## config.mk

```make
export PLATFORM = sky130hd
export DESIGN_NAME = spse_exec
export DESIGN_NICKNAME = d
export VERILOG_FILES = /design/src/logic/spse_pkg.sv /design/src/logic/spse_alu_if.sv /design/src/logic/spse_exec.sv /design/src/logic/spse_sub_alu.sv
export SDC_FILE = /design/constraint.sdc
export NUM_CORES = 1
export LEC_CHECK = 0
export BUFFER_PORTS_ARGS = -buffer_cell sky130_fd_sc_hd__buf_4
export CORE_MARGIN = 1.5
export CORE_UTILIZATION = 59
export DETAILED_ROUTE_END_ITERATION = 8
export PLACE_DENSITY = 0.85
export RECOVER_POWER = 50
export SETUP_SLACK_MARGIN = 0.05
export SYNTH_ARGS = -nofsm -noshare
export SYNTH_HDL_FRONTEND = slang
export SYNTH_HIERARCHICAL = 1
export SYNTH_SLANG_ARGS = --single-unit
```

## constraint.sdc

```tcl
create_clock -name core_clk_in -period 5.4 [get_ports core_clk_in]
set_clock_uncertainty 0.2 [all_clocks]
set_input_delay 1.08 -clock core_clk_in [delete_from_list [all_inputs] [get_ports core_clk_in]]
set_output_delay 1.08 -clock core_clk_in [all_outputs]
set_load 0.005 [all_outputs]
```

## src/logic/spse_pkg.sv

```systemverilog
// Package with opcodes, flag positions, reset values and state types for the store and subtract logic
package spse_pkg;
    // ********************************
    // Opcodes and prebytes
    // ********************************
    localparam logic [7:0] PRE_18       = 8'h18;
    localparam logic [7:0] PRE_1A       = 8'h1a;
    localparam logic [7:0] PRE_CD       = 8'hcd;
    localparam logic [7:0] OP_SP_DIR    = 8'h9f;
    localparam logic [7:0] OP_SP_EXT    = 8'hbf;
    localparam logic [7:0] OP_SP_IND    = 8'haf;
    localparam logic [7:0] OP_XY_DIR    = 8'hdf;
    localparam logic [7:0] OP_XY_EXT    = 8'hff;
    localparam logic [7:0] OP_XY_IND    = 8'hef;
    localparam logic [7:0] OP_SUB_A_IMM = 8'h80;
    localparam logic [7:0] OP_SUB_A_DIR = 8'h90;
    localparam logic [7:0] OP_SUB_A_EXT = 8'hb0;
    localparam logic [7:0] OP_SUB_A_IND = 8'ha0;
    localparam logic [7:0] OP_SUB_B_IMM = 8'hc0;
    localparam logic [7:0] OP_SUB_B_DIR = 8'hd0;
    localparam logic [7:0] OP_SUB_B_EXT = 8'hf0;
    localparam logic [7:0] OP_SUB_B_IND = 8'he0;

    // ********************************
    // Addresses, flags and reset values
    // ********************************
    localparam logic [15:0] IDLE_ADDR   = 16'hffff;
    localparam logic [7:0]  DIRECT_PAGE = 8'h00;
    localparam int          FLAG_N      = 3;
    localparam int          FLAG_Z      = 2;
    localparam int          FLAG_V      = 1;
    localparam int          FLAG_C      = 0;
    localparam logic [7:0]  FLAG_RESET  = 8'h00;
    localparam logic [15:0] PC_RESET    = 16'h0000;
    localparam logic [15:0] REG_RESET   = 16'h0000;

    // ********************************
    // Types
    // ********************************
    typedef enum logic [2:0] {ST_FETCH, ST_OPER1, ST_OPER2, ST_IDLE, ST_WR_HI, ST_WR_LO, ST_RD} spse_state_t;
    typedef enum logic [1:0] {PFX_NONE, PFX_18, PFX_1A, PFX_CD} spse_pfx_t;
    typedef enum logic [2:0] {TGT_SP, TGT_X, TGT_Y, TGT_A, TGT_B} spse_tgt_t;
    typedef enum logic [2:0] {MODE_IMM, MODE_DIR, MODE_EXT, MODE_INDX, MODE_INDY} spse_mode_t;

    typedef struct packed {
        logic       valid;
        spse_tgt_t  tgt;
        spse_mode_t mode;
    } spse_dec_t;
endpackage : spse_pkg

```

## src/logic/spse_alu_if.sv

```systemverilog
// Interface carrying operands and results between the sequencer and the subtract unit
`timescale 1ns/1ps
`default_nettype none
interface spse_alu_if;
    logic [7:0] acc;
    logic [7:0] opnd;
    logic [7:0] diff;
    logic       flag_n;
    logic       flag_z;
    logic       flag_v;
    logic       flag_c;

    modport calc (input acc, input opnd, output diff, output flag_n, output flag_z, output flag_v, output flag_c);
    modport user (output acc, output opnd, input diff, input flag_n, input flag_z, input flag_v, input flag_c);
endinterface : spse_alu_if
`default_nettype wire

```

## src/logic/spse_exec.sv

```systemverilog
// Bus sequencer for sixteen-bit register stores and accumulator subtract
`timescale 1ns/1ps
`default_nettype none
module spse_exec
    import spse_pkg::*;
#(
    parameter logic [15:0] RESET_PC = spse_pkg::PC_RESET
)
(
    input  wire logic              core_clk_in,
    input  wire logic              reset_in,
    input  wire logic [7:0]        rdata_in,
    input  wire logic              load_en_in,
    input  wire spse_pkg::spse_tgt_t load_sel_in,
    input  wire logic [15:0]       load_val_in,
    output logic [15:0]            addr_out,
    output logic [7:0]             wdata_out,
    output logic                   rw_out,
    output logic                   opfetch_out,
    output logic [7:0]             acc_a_out,
    output logic [7:0]             acc_b_out,
    output logic [15:0]            sp_out,
    output logic [15:0]            ix_out,
    output logic [15:0]            iy_out,
    output logic [7:0]             flags_out
);
    import spse_pkg::*;

    // ********************************
    // State
    // ********************************
    typedef struct packed {
        spse_state_t st;
        spse_pfx_t   pfx;
        spse_tgt_t   tgt;
        spse_mode_t  mode;
        logic [15:0] pc;
        logic [15:0] ea;
        logic [15:0] addr;
        logic [7:0]  wdata;
        logic        rw;
        logic        opfetch;
        logic [7:0]  acc_a;
        logic [7:0]  acc_b;
        logic [15:0] sp;
        logic [15:0] ix;
        logic [15:0] iy;
        logic [7:0]  flags;
    } spse_regs_t;

    localparam spse_regs_t RESET_STATE = '{st: ST_FETCH, pfx: PFX_NONE, tgt: TGT_SP, mode: MODE_IMM,
                                           pc: RESET_PC, ea: REG_RESET, addr: RESET_PC, wdata: 8'h00,
                                           rw: 1'b1, opfetch: 1'b1, acc_a: 8'h00, acc_b: 8'h00,
                                           sp: REG_RESET, ix: REG_RESET, iy: REG_RESET, flags: FLAG_RESET};

    spse_regs_t  s_ff;
    spse_regs_t  nxt_s;
    spse_dec_t   dec;
    logic [15:0] store_val;
    logic [15:0] pc_inc;
    logic [15:0] ea_ind;
    logic        is_store;

    spse_alu_if alu_bus ();

    spse_sub_alu u_alu
    (
        .alu (alu_bus.calc)
    );

    // ********************************
    // Decode
    // ********************************
    // Unknown codes decode as invalid and fall through as a one-cycle no-op
    function automatic spse_dec_t decode(input spse_pfx_t pfx, input logic [7:0] op);
        spse_dec_t d;
        d = '{valid: 1'b1, tgt: TGT_SP, mode: MODE_IMM};
        case (pfx)
            PFX_NONE:
            begin
                case (op)
                    OP_SP_DIR:    d = '{1'b1, TGT_SP, MODE_DIR};
                    OP_SP_EXT:    d = '{1'b1, TGT_SP, MODE_EXT};
                    OP_SP_IND:    d = '{1'b1, TGT_SP, MODE_INDX};
                    OP_XY_DIR:    d = '{1'b1, TGT_X, MODE_DIR};
                    OP_XY_EXT:    d = '{1'b1, TGT_X, MODE_EXT};
                    OP_XY_IND:    d = '{1'b1, TGT_X, MODE_INDX};
                    OP_SUB_A_IMM: d = '{1'b1, TGT_A, MODE_IMM};
                    OP_SUB_A_DIR: d = '{1'b1, TGT_A, MODE_DIR};
                    OP_SUB_A_EXT: d = '{1'b1, TGT_A, MODE_EXT};
                    OP_SUB_A_IND: d = '{1'b1, TGT_A, MODE_INDX};
                    OP_SUB_B_IMM: d = '{1'b1, TGT_B, MODE_IMM};
                    OP_SUB_B_DIR: d = '{1'b1, TGT_B, MODE_DIR};
                    OP_SUB_B_EXT: d = '{1'b1, TGT_B, MODE_EXT};
                    OP_SUB_B_IND: d = '{1'b1, TGT_B, MODE_INDX};
                    default:      d.valid = 1'b0;
                endcase
            end
            PFX_18:
            begin
                case (op)
                    OP_SP_IND:   d = '{1'b1, TGT_SP, MODE_INDY};
                    OP_XY_DIR:   d = '{1'b1, TGT_Y, MODE_DIR};
                    OP_XY_EXT:   d = '{1'b1, TGT_Y, MODE_EXT};
                    OP_XY_IND:   d = '{1'b1, TGT_Y, MODE_INDY};
                    OP_SUB_A_IND: d = '{1'b1, TGT_A, MODE_INDY};
                    OP_SUB_B_IND: d = '{1'b1, TGT_B, MODE_INDY};
                    default:     d.valid = 1'b0;
                endcase
            end
            PFX_1A:
            begin
                if (op == OP_XY_IND)
                    d = '{1'b1, TGT_Y, MODE_INDX};
                else
                    d.valid = 1'b0;
            end
            PFX_CD:
            begin
                if (op == OP_XY_IND)
                    d = '{1'b1, TGT_X, MODE_INDY};
                else
                    d.valid = 1'b0;
            end
            default: d.valid = 1'b0;
        endcase
        return d;
    endfunction

    // ********************************
    // Operand selection
    // ********************************
    // Store source and indexed address from the latched instruction
    always_comb
    begin
        case (s_ff.tgt)
            TGT_X:   store_val = s_ff.ix;
            TGT_Y:   store_val = s_ff.iy;
            default: store_val = s_ff.sp;
        endcase
        pc_inc   = s_ff.pc + 16'h0001;
        is_store = (s_ff.tgt == TGT_SP) || (s_ff.tgt == TGT_X) || (s_ff.tgt == TGT_Y);
        if (s_ff.mode == MODE_INDY)
            ea_ind = s_ff.iy + {8'h00, rdata_in};
        else
            ea_ind = s_ff.ix + {8'h00, rdata_in};
        dec = decode(s_ff.pfx, rdata_in);
        alu_bus.acc  = (s_ff.tgt == TGT_B) ? s_ff.acc_b : s_ff.acc_a;
        alu_bus.opnd = rdata_in;
    end

    // ********************************
    // Sequencer
    // ********************************
    // Each clock is one bus cycle; the next cycle's address and direction are chosen here
    always_comb
    begin
        nxt_s         = s_ff;
        nxt_s.rw      = 1'b1;
        nxt_s.opfetch = 1'b0;
        // Debug loads yield to instruction results written below
        if (load_en_in)
        begin
            case (load_sel_in)
                TGT_SP:  nxt_s.sp = load_val_in;
                TGT_X:   nxt_s.ix = load_val_in;
                TGT_Y:   nxt_s.iy = load_val_in;
                TGT_A:   nxt_s.acc_a = load_val_in[7:0];
                default: nxt_s.acc_b = load_val_in[7:0];
            endcase
        end
        case (s_ff.st)
            ST_FETCH:
            begin
                nxt_s.pc   = pc_inc;
                nxt_s.addr = pc_inc;
                if (s_ff.pfx == PFX_NONE && (rdata_in == PRE_18 || rdata_in == PRE_1A || rdata_in == PRE_CD))
                begin
                    // Prebyte costs one extra fetch cycle
                    nxt_s.pfx     = (rdata_in == PRE_18) ? PFX_18 : ((rdata_in == PRE_1A) ? PFX_1A : PFX_CD);
                    nxt_s.opfetch = 1'b1;
                end
                else
                begin
                    nxt_s.pfx  = PFX_NONE;
                    nxt_s.tgt  = dec.tgt;
                    nxt_s.mode = dec.mode;
                    nxt_s.st   = dec.valid ? ST_OPER1 : ST_FETCH;
                    nxt_s.opfetch = !dec.valid;
                end
            end
            ST_OPER1:
            begin
                nxt_s.pc = pc_inc;
                case (s_ff.mode)
                    MODE_DIR:
                    begin
                        nxt_s.ea   = {DIRECT_PAGE, rdata_in};
                        nxt_s.addr = {DIRECT_PAGE, rdata_in};
                        nxt_s.st   = is_store ? ST_WR_HI : ST_RD;
                        nxt_s.rw   = !is_store;
                        nxt_s.wdata = store_val[15:8];
                    end
                    MODE_EXT:
                    begin
                        nxt_s.ea[15:8] = rdata_in;
                        nxt_s.addr     = pc_inc;
                        nxt_s.st       = ST_OPER2;
                    end
                    MODE_INDX, MODE_INDY:
                    begin
                        nxt_s.ea   = ea_ind;
                        nxt_s.addr = IDLE_ADDR;
                        nxt_s.st   = ST_IDLE;
                    end
                    default:
                    begin
                        // Immediate subtract completes on the operand fetch
                        if (s_ff.tgt == TGT_B)
                            nxt_s.acc_b = alu_bus.diff;
                        else
                            nxt_s.acc_a = alu_bus.diff;
                        nxt_s.flags[FLAG_N] = alu_bus.flag_n;
                        nxt_s.flags[FLAG_Z] = alu_bus.flag_z;
                        nxt_s.flags[FLAG_V] = alu_bus.flag_v;
                        nxt_s.flags[FLAG_C] = alu_bus.flag_c;
                        nxt_s.addr    = pc_inc;
                        nxt_s.opfetch = 1'b1;
                        nxt_s.st      = ST_FETCH;
                    end
                endcase
            end
            ST_OPER2, ST_IDLE:
            begin
                if (s_ff.st == ST_OPER2)
                begin
                    nxt_s.pc      = pc_inc;
                    nxt_s.ea[7:0] = rdata_in;
                end
                nxt_s.addr  = (s_ff.st == ST_OPER2) ? {s_ff.ea[15:8], rdata_in} : s_ff.ea;
                nxt_s.st    = is_store ? ST_WR_HI : ST_RD;
                nxt_s.rw    = !is_store;
                nxt_s.wdata = store_val[15:8];
            end
            ST_WR_HI:
            begin
                nxt_s.addr  = s_ff.addr + 16'h0001;
                nxt_s.wdata = store_val[7:0];
                nxt_s.rw    = 1'b0;
                nxt_s.st    = ST_WR_LO;
            end
            ST_WR_LO:
            begin
                nxt_s.flags[FLAG_N] = store_val[15];
                nxt_s.flags[FLAG_Z] = (store_val == 16'h0000);
                nxt_s.flags[FLAG_V] = 1'b0;
                nxt_s.addr    = s_ff.pc;
                nxt_s.opfetch = 1'b1;
                nxt_s.st      = ST_FETCH;
            end
            ST_RD:
            begin
                if (s_ff.tgt == TGT_B)
                    nxt_s.acc_b = alu_bus.diff;
                else
                    nxt_s.acc_a = alu_bus.diff;
                nxt_s.flags[FLAG_N] = alu_bus.flag_n;
                nxt_s.flags[FLAG_Z] = alu_bus.flag_z;
                nxt_s.flags[FLAG_V] = alu_bus.flag_v;
                nxt_s.flags[FLAG_C] = alu_bus.flag_c;
                nxt_s.addr    = s_ff.pc;
                nxt_s.opfetch = 1'b1;
                nxt_s.st      = ST_FETCH;
            end
            default:
            begin
                nxt_s.addr    = s_ff.pc;
                nxt_s.opfetch = 1'b1;
                nxt_s.st      = ST_FETCH;
            end
        endcase
    end

    // State register with synchronous reset
    always_ff @(posedge core_clk_in)
    begin
        if (reset_in)
            s_ff <= RESET_STATE;
        else
            s_ff <= nxt_s;
    end

    // Outputs straight from the state register
    assign addr_out    = s_ff.addr;
    assign wdata_out   = s_ff.wdata;
    assign rw_out      = s_ff.rw;
    assign opfetch_out = s_ff.opfetch;
    assign acc_a_out   = s_ff.acc_a;
    assign acc_b_out   = s_ff.acc_b;
    assign sp_out      = s_ff.sp;
    assign ix_out      = s_ff.ix;
    assign iy_out      = s_ff.iy;
    assign flags_out   = s_ff.flags;
endmodule // spse_exec
`default_nettype wire

```

## src/logic/spse_sub_alu.sv

```systemverilog
// Eight-bit subtract unit with condition flag results
`timescale 1ns/1ps
`default_nettype none
module spse_sub_alu
(
    spse_alu_if.calc alu
);
    logic       x7;
    logic       m7;
    logic       r7;
    logic [7:0] res;

    // Difference and sign bits
    always_comb
    begin
        res = alu.acc - alu.opnd;
        x7  = alu.acc[7];
        m7  = alu.opnd[7];
        r7  = res[7];
    end

    // N, V and C from the sign bits, so no ninth bit is needed
    assign alu.diff   = res;
    assign alu.flag_n = r7;
    assign alu.flag_z = (res == 8'h00);
    assign alu.flag_v = (x7 & ~m7 & ~r7) | (~x7 & m7 & r7);
    assign alu.flag_c = (~x7 & m7) | (m7 & r7) | (r7 & ~x7);
endmodule // spse_sub_alu
`default_nettype wire

```

Word level (Yosys, flattened, before mapping) --
Index checks and enable logic that the tools add are counted.
Cells by class: $add $sub $neg 5, bitwise logic cells 13, eq/ne operators 41, reductions and logical operators 37, muxes and demuxes 45
Operators by type and width (count):
- $pmux W16 S2 | 4
- $eq A8 B8 Y1 const B | 15
- $pmux W6 S14 | 1
- $mux W16 | 5
- $mux W64 | 1
- $pmux W16 S4 | 1
- $mux W8 | 7
- $pmux W6 S6 | 1
- $add A16 B1 Y16 const B | 2
- $add A16 B8 Y16 | 2
- $pmux W8 S2 | 2
- $pmux W7 S4 | 1
- $pmux W9 S3 | 1
- $pmux W8 S3 | 1
- $eq A3 B2 Y1 const B | 7
- $pmux W3 S3 | 2
- $reduce_and A2 Y1 | 9
- $mux W17 | 1
- $eq A8 B5 Y1 const B | 2
- $logic_not A16 Y1 | 1
- $eq A3 B3 Y1 const B | 5
- $reduce_or A14 Y1 | 1
- $eq A3 B1 Y1 const B | 4
- $pmux W3 S4 | 1
- 30 further kinds | 64
Storage, ports and cells: logic and storage cells 159, bits of input ports 30, flip-flop bits (word level) 137, output and inout bits 98

Logic depth before layout (Yosys ltp) --
depth after elaboration 8, mapped depth 17, depth with buffers taken out 16

Cells and area by module --
The synthesis kept the hierarchy.
By module, submodules not included:
- spse_exec | area an instance 8842.2 µm², instances 1, sequential area each 2742.6 µm², cells an instance 1230
- spse_sub_alu | area an instance 386.6 µm², instances 1, sequential area each 0.0 µm², cells an instance 51

Worst setup path before layout --
No wires, ideal clock.
path kind reg-to-reg, start reg s_ff[133] (netlist name), end reg s_ff, in the netlist flags_out[2], cell stages (with the launch flop) 16, path slack 1.590 ns, period minus slack after synthesis 3.810 ns, path buffers 1, data required time 5.125 ns, data arrival time 3.535 ns, setup time 0.075 ns, cell sequence dfxtp_1 -> clkbuf_1 -> nor3_2 -> mux2_2 -> ha_1 -> o21ai_0 -> a21oi_1 -> o31a_1 -> o21a_1 -> nor2_1 -> fa_1 -> nand2_1 -> or4_1 -> nor4_2 -> a31oi_1 -> o22ai_1
Between the ends: word-level cells in the longest chain between the ends 6, elaborated cells between the ends (all ways) 10, those cells by class add/sub: 1; eq/ne: 3; mux: 4; reduce/logical: 2
RTL lines:
- start, declared | line spse_exec.sv:56 | spse_regs_t s_ff;
- start signal, assigned | line spse_exec.sv:290 | s_ff <= nxt_s;
- $eq A3 B3 Y1 (*) | line spse_exec.sv:148 | alu_bus.acc = (s_ff.tgt == TGT_B) ? s_ff.acc_b : s_ff.acc_a;
- $mux W8 (*) | line spse_exec.sv:148
- via alu_bus.acc[2] | line spse_alu_if.sv:5 | logic [7:0] acc;
- $sub A8 B8 Y8 (*) | line spse_sub_alu.sv:16 | res = alu.acc - alu.opnd;
- $logic_not A8 Y1 (*) | line spse_sub_alu.sv:25 | assign alu.flag_z = (res == 8'h00);
- via alu_bus.flag_z | line spse_alu_if.sv:9 | logic flag_z;
- $mux W4 | line spse_exec.sv:195 | case (s_ff.mode)
- $pmux W3 S3 (*) | line spse_exec.sv:172 | case (s_ff.st)
The timed path passes the listed nets; every way through them passes the cells marked *. The select of a mux whose other input is x is not followed. A chain may end at the register's enable or synchronous reset.

Worst setup path in the final report --
start reg s_ff[135] (netlist name), end reg s_ff, in the netlist flags_out[2]
Same word-level chain as after synthesis.

==> impl_metrics.yaml <==
status:
  status: "complete, but fails checks"
  violations: "max-capacitance violations, max-slew violations"
synth:
  avgSynthCellArea_sq_um: 7.20
  synth_top_cell_area_share_pct: 29.7
  netlist_instances: 1281
  ys_types: 73
  ys_warn_count: 6
  synth_ff_type: "dfxtp_1"
  seq_area_frac_synth_pct: 29.7
  synth_top_area_cell: "dfxtp_1"
  synth_enable_flop_cells: 0
  ys_ff_latch: 137
  syn-cell-area_sq_mm: 0.00923
  synthArstFlopShare_pct: 0
  ys_top_cells_by_area: "dfxtp_1 (30%), nand2_1 (8.9%), a21oi_1 (8.2%)"
sta:
  setup_viol: 0
  rsz0062_at_grt: "no"
  report.final.hold_viol_count: 0
  period_share_pct: 80.6
  drv_slew: 60
  tns_ns: 0
  fin_crit_ns: 4.35
  fmaxAchievable_mhz: 230
  slew_headroom_pct: -85.4
  worst_slew_pin_slew_ns: 2.78
floorplan:
  rows: 45
  die_area_sq_mm: 0.0164
  initial_core_util_pct: 60.5
  die_h_um: 128
  die_w_um: 128
  num_io_pins: 128
  core_area_sq_mm: 0.0153
clocking:
  cts_sinks: 137
  post_cts_buffers: 0
  cts_tree: "yes"
  htreeDepth: 4
  path_clk_slew_ns: 0.06
  holdBufCountCts: 0
  clk_path_buf_depth: 2
  ctsResizeCount: 0
  numCtsBuffers: 17
  clkLatencyLatePin_ns: 0.43
  clockRootBuffer: "clkbuf_16"
drt:
  viasPerCell: 6.19
  drt-pass1-iter-count: 6
  ant_nets: 0
  drtIter0Drc: 981
  wl_um: 27000
  drc: 0
  via_count: 9182
  routedWlPerCell_um: 18.2
global_route:
  antenna_found_initial: 0
  grt_max_degree: 67
  grt_use_total_pct: 33.3
  grt_pass1_vias: 8351
  overflow: 0
  grt_pass1_wl_um: 43300
place:
  routabilityCongestion: 0.964
  dp_hpwl_um: 19200
  io_buffers: 123
  post_dp_cell_area_sq_mm: 0.00947
setup_path:
  arrival_ns: 4.48
  crit_path_start_kind: "register"
  cp.required_ns: 5.53
  endpoint_kind: "register"
  crit_fanout: 18
  crit_type: "register to register"
flow_run:
  maxCapViolCount: 1
cells_and_area:
  drive_above_1_share_pct: 15.3
  finalInstanceArea_sq_mm: 0.0101
  final_nets: 1312
  antenna_cells: 0
  area_growth_pct: 8.93
pwr:
  cellLeakagePower_nw: 3.92
  power.density_mw_per_mm2: 251
  vdd_drop_max_uv: 232
hold_path:
  holdCritPathClass: "register to register"
## layer usage
| metal | track usage, % | part of all wire (%) | vias up |
|---|---|---|---|
| met5 | 0 | 0 | - |
| met4 | 13.5 | 3.0 | 0 |
| met3 | 6.43 | 8.6 | 69 |
| met2 | 52.9 | 46 | 488 |
| met1 | 44.5 | 42 | 4270 |
| li1 | - | - | 4355 |
## placed cells by master (no fill, tap or decap), types with 10 or more instances in the layout
master / Yosys / final
a21oi_1: 152 / 152
ha_1: 19 / 19
mux2i_1: 15 / 15
nand3_1: 31 / 31
xnor2_1: 17 / 17
clkbuf_16: 0 / 17
buf_4: 99 / 42
o22ai_1: 20 / 20
o21ai_0: 47 / 47
clkbuf_4: 0 / 89
a31oi_1: 15 / 15
o211ai_1: 20 / 20
nand4_1: 17 / 17
a221oi_1: 11 / 11
mux2_2: 10 / 10
o221ai_1: 20 / 20
nor3_1: 14 / 14
dfxtp_1: 137 / 136
inv_1: 23 / 23
nand2_1: 220 / 220
nor2_1: 149 / 149
xor2_1: 31 / 31
## Yosys cell counts, drive strengths merged, types with 9 or more instances
| library cell | instances |
|---|---|
| o211ai | 20 |
| a221oi | 11 |
| a31oi | 15 |
| clkbuf | 61 |
| o22ai | 20 |
| a211oi | 9 |
| buf | 116 |
| mux2i | 15 |
| o221ai | 20 |
| ha | 19 |
| nand2 | 220 |
| nand4 | 18 |
| nor2 | 151 |
| nor3 | 16 |
| o21ai | 49 |
| or3 | 9 |
| and3 | 9 |
| inv | 24 |
| nand3 | 31 |
| a21oi | 154 |
| dfxtp | 137 |
| mux2 | 10 |
| xnor2 | 17 |
| xor2 | 31 |
## critical path, cell delays in order, from the launching register on
cell and delay (ns):
dfxtp_1 0.34, inv_2 0.16, nor3_2 0.72, mux2_2 0.42, ha_1 0.34, o21ai_0 0.10
a21oi_1 0.17, o31a_1 0.17, o21a_1 0.12, nor2_1 0.05, fa_1 0.54, nand2_1 0.06
or4_1 0.42, nor4_2 0.15, a31oi_1 0.11, o22ai_1 0.18
## logic make-up (layout without fill, tap and decap cells)
group                      count (synthesis)  in the layout  synth area share, %
AOI/OAI and AO/OA                        348            348                 23.3
xor gates and xnor gates                  48             48                 4.56
adders and majority gates                 22             22                 3.23
buffers and inverters                    202            190                 12.4
DFF                                      137            137                 29.7
muxes                                     25             25                 2.85
other                                      1              4               0.0406
and+or+nand+nor                          498            498                 23.9
## power breakdown
| part | switching (mW) | internal, mW | total (mW) |
|---|---|---|---|
| registers | 0.0284 | 1.03 | 1.06 |
| clock network | 0.471 | 0.726 | 1.20 |
| logic | 0.160 | 0.104 | 0.264 |
## cell type report
type	instances	area, sq um
Timing Repair Buffer	134	995
Fill cell	1329	5200
Clock inverter	14	173
Clock buffer	17	425
Sequential cell	137	2740
Tap cell	211	264
Inverter	25	93.8
Multi-Input combinational cell	945	5360
## worst paths after layout
check / startpoint / end / slack, ns / cells past startpoint
setup reg to reg: s_ff[135] / flags_out[2] / 1.05 / 15
hold reg to reg: flags_out[0] / flags_out[0] / 0.28 / 2
hold / removal: flags_out[0] / flags_out[0] / 0.28 / 2
setup / recovery: s_ff[135] / flags_out[2] / 1.05 / 15
## per-stage QoR
| step | hold slack (ns) | setup WS, ns | power (mW) | utilization (%) | instances |
|---|---|---|---|---|---|
| 2_1_floorplan | 0.244 | 1.59 | 1.26 | - | 1284 |
| 3_3_place_gp | 0.269 | 1.23 | 1.34 | 62.0 | 1452 |
| 3_5_place_dp | 0.268 | 1.11 | 1.34 | 62.0 | 1452 |
| 4_1_cts | 0.276 | 1.09 | 2.53 | 66.0 | 1483 |
| 5_1_grt | 0.320 | 0.813 | 2.61 | 65.9 | 1483 |
| 6_report | 0.283 | 1.05 | 2.52 | 65.9 | 1483 |
## registers in the layout, indices dropped and copies added (netlist names)
signal       cells
iy_out          16
addr_out        16
rw_out           1
wdata_out        8
opfetch_out      1
ix_out          16
s_ff            43
acc_a_out        8
sp_out          16
flags_out        4
acc_b_out        8
No activity file was read; power rests on OpenSTA's default activity.
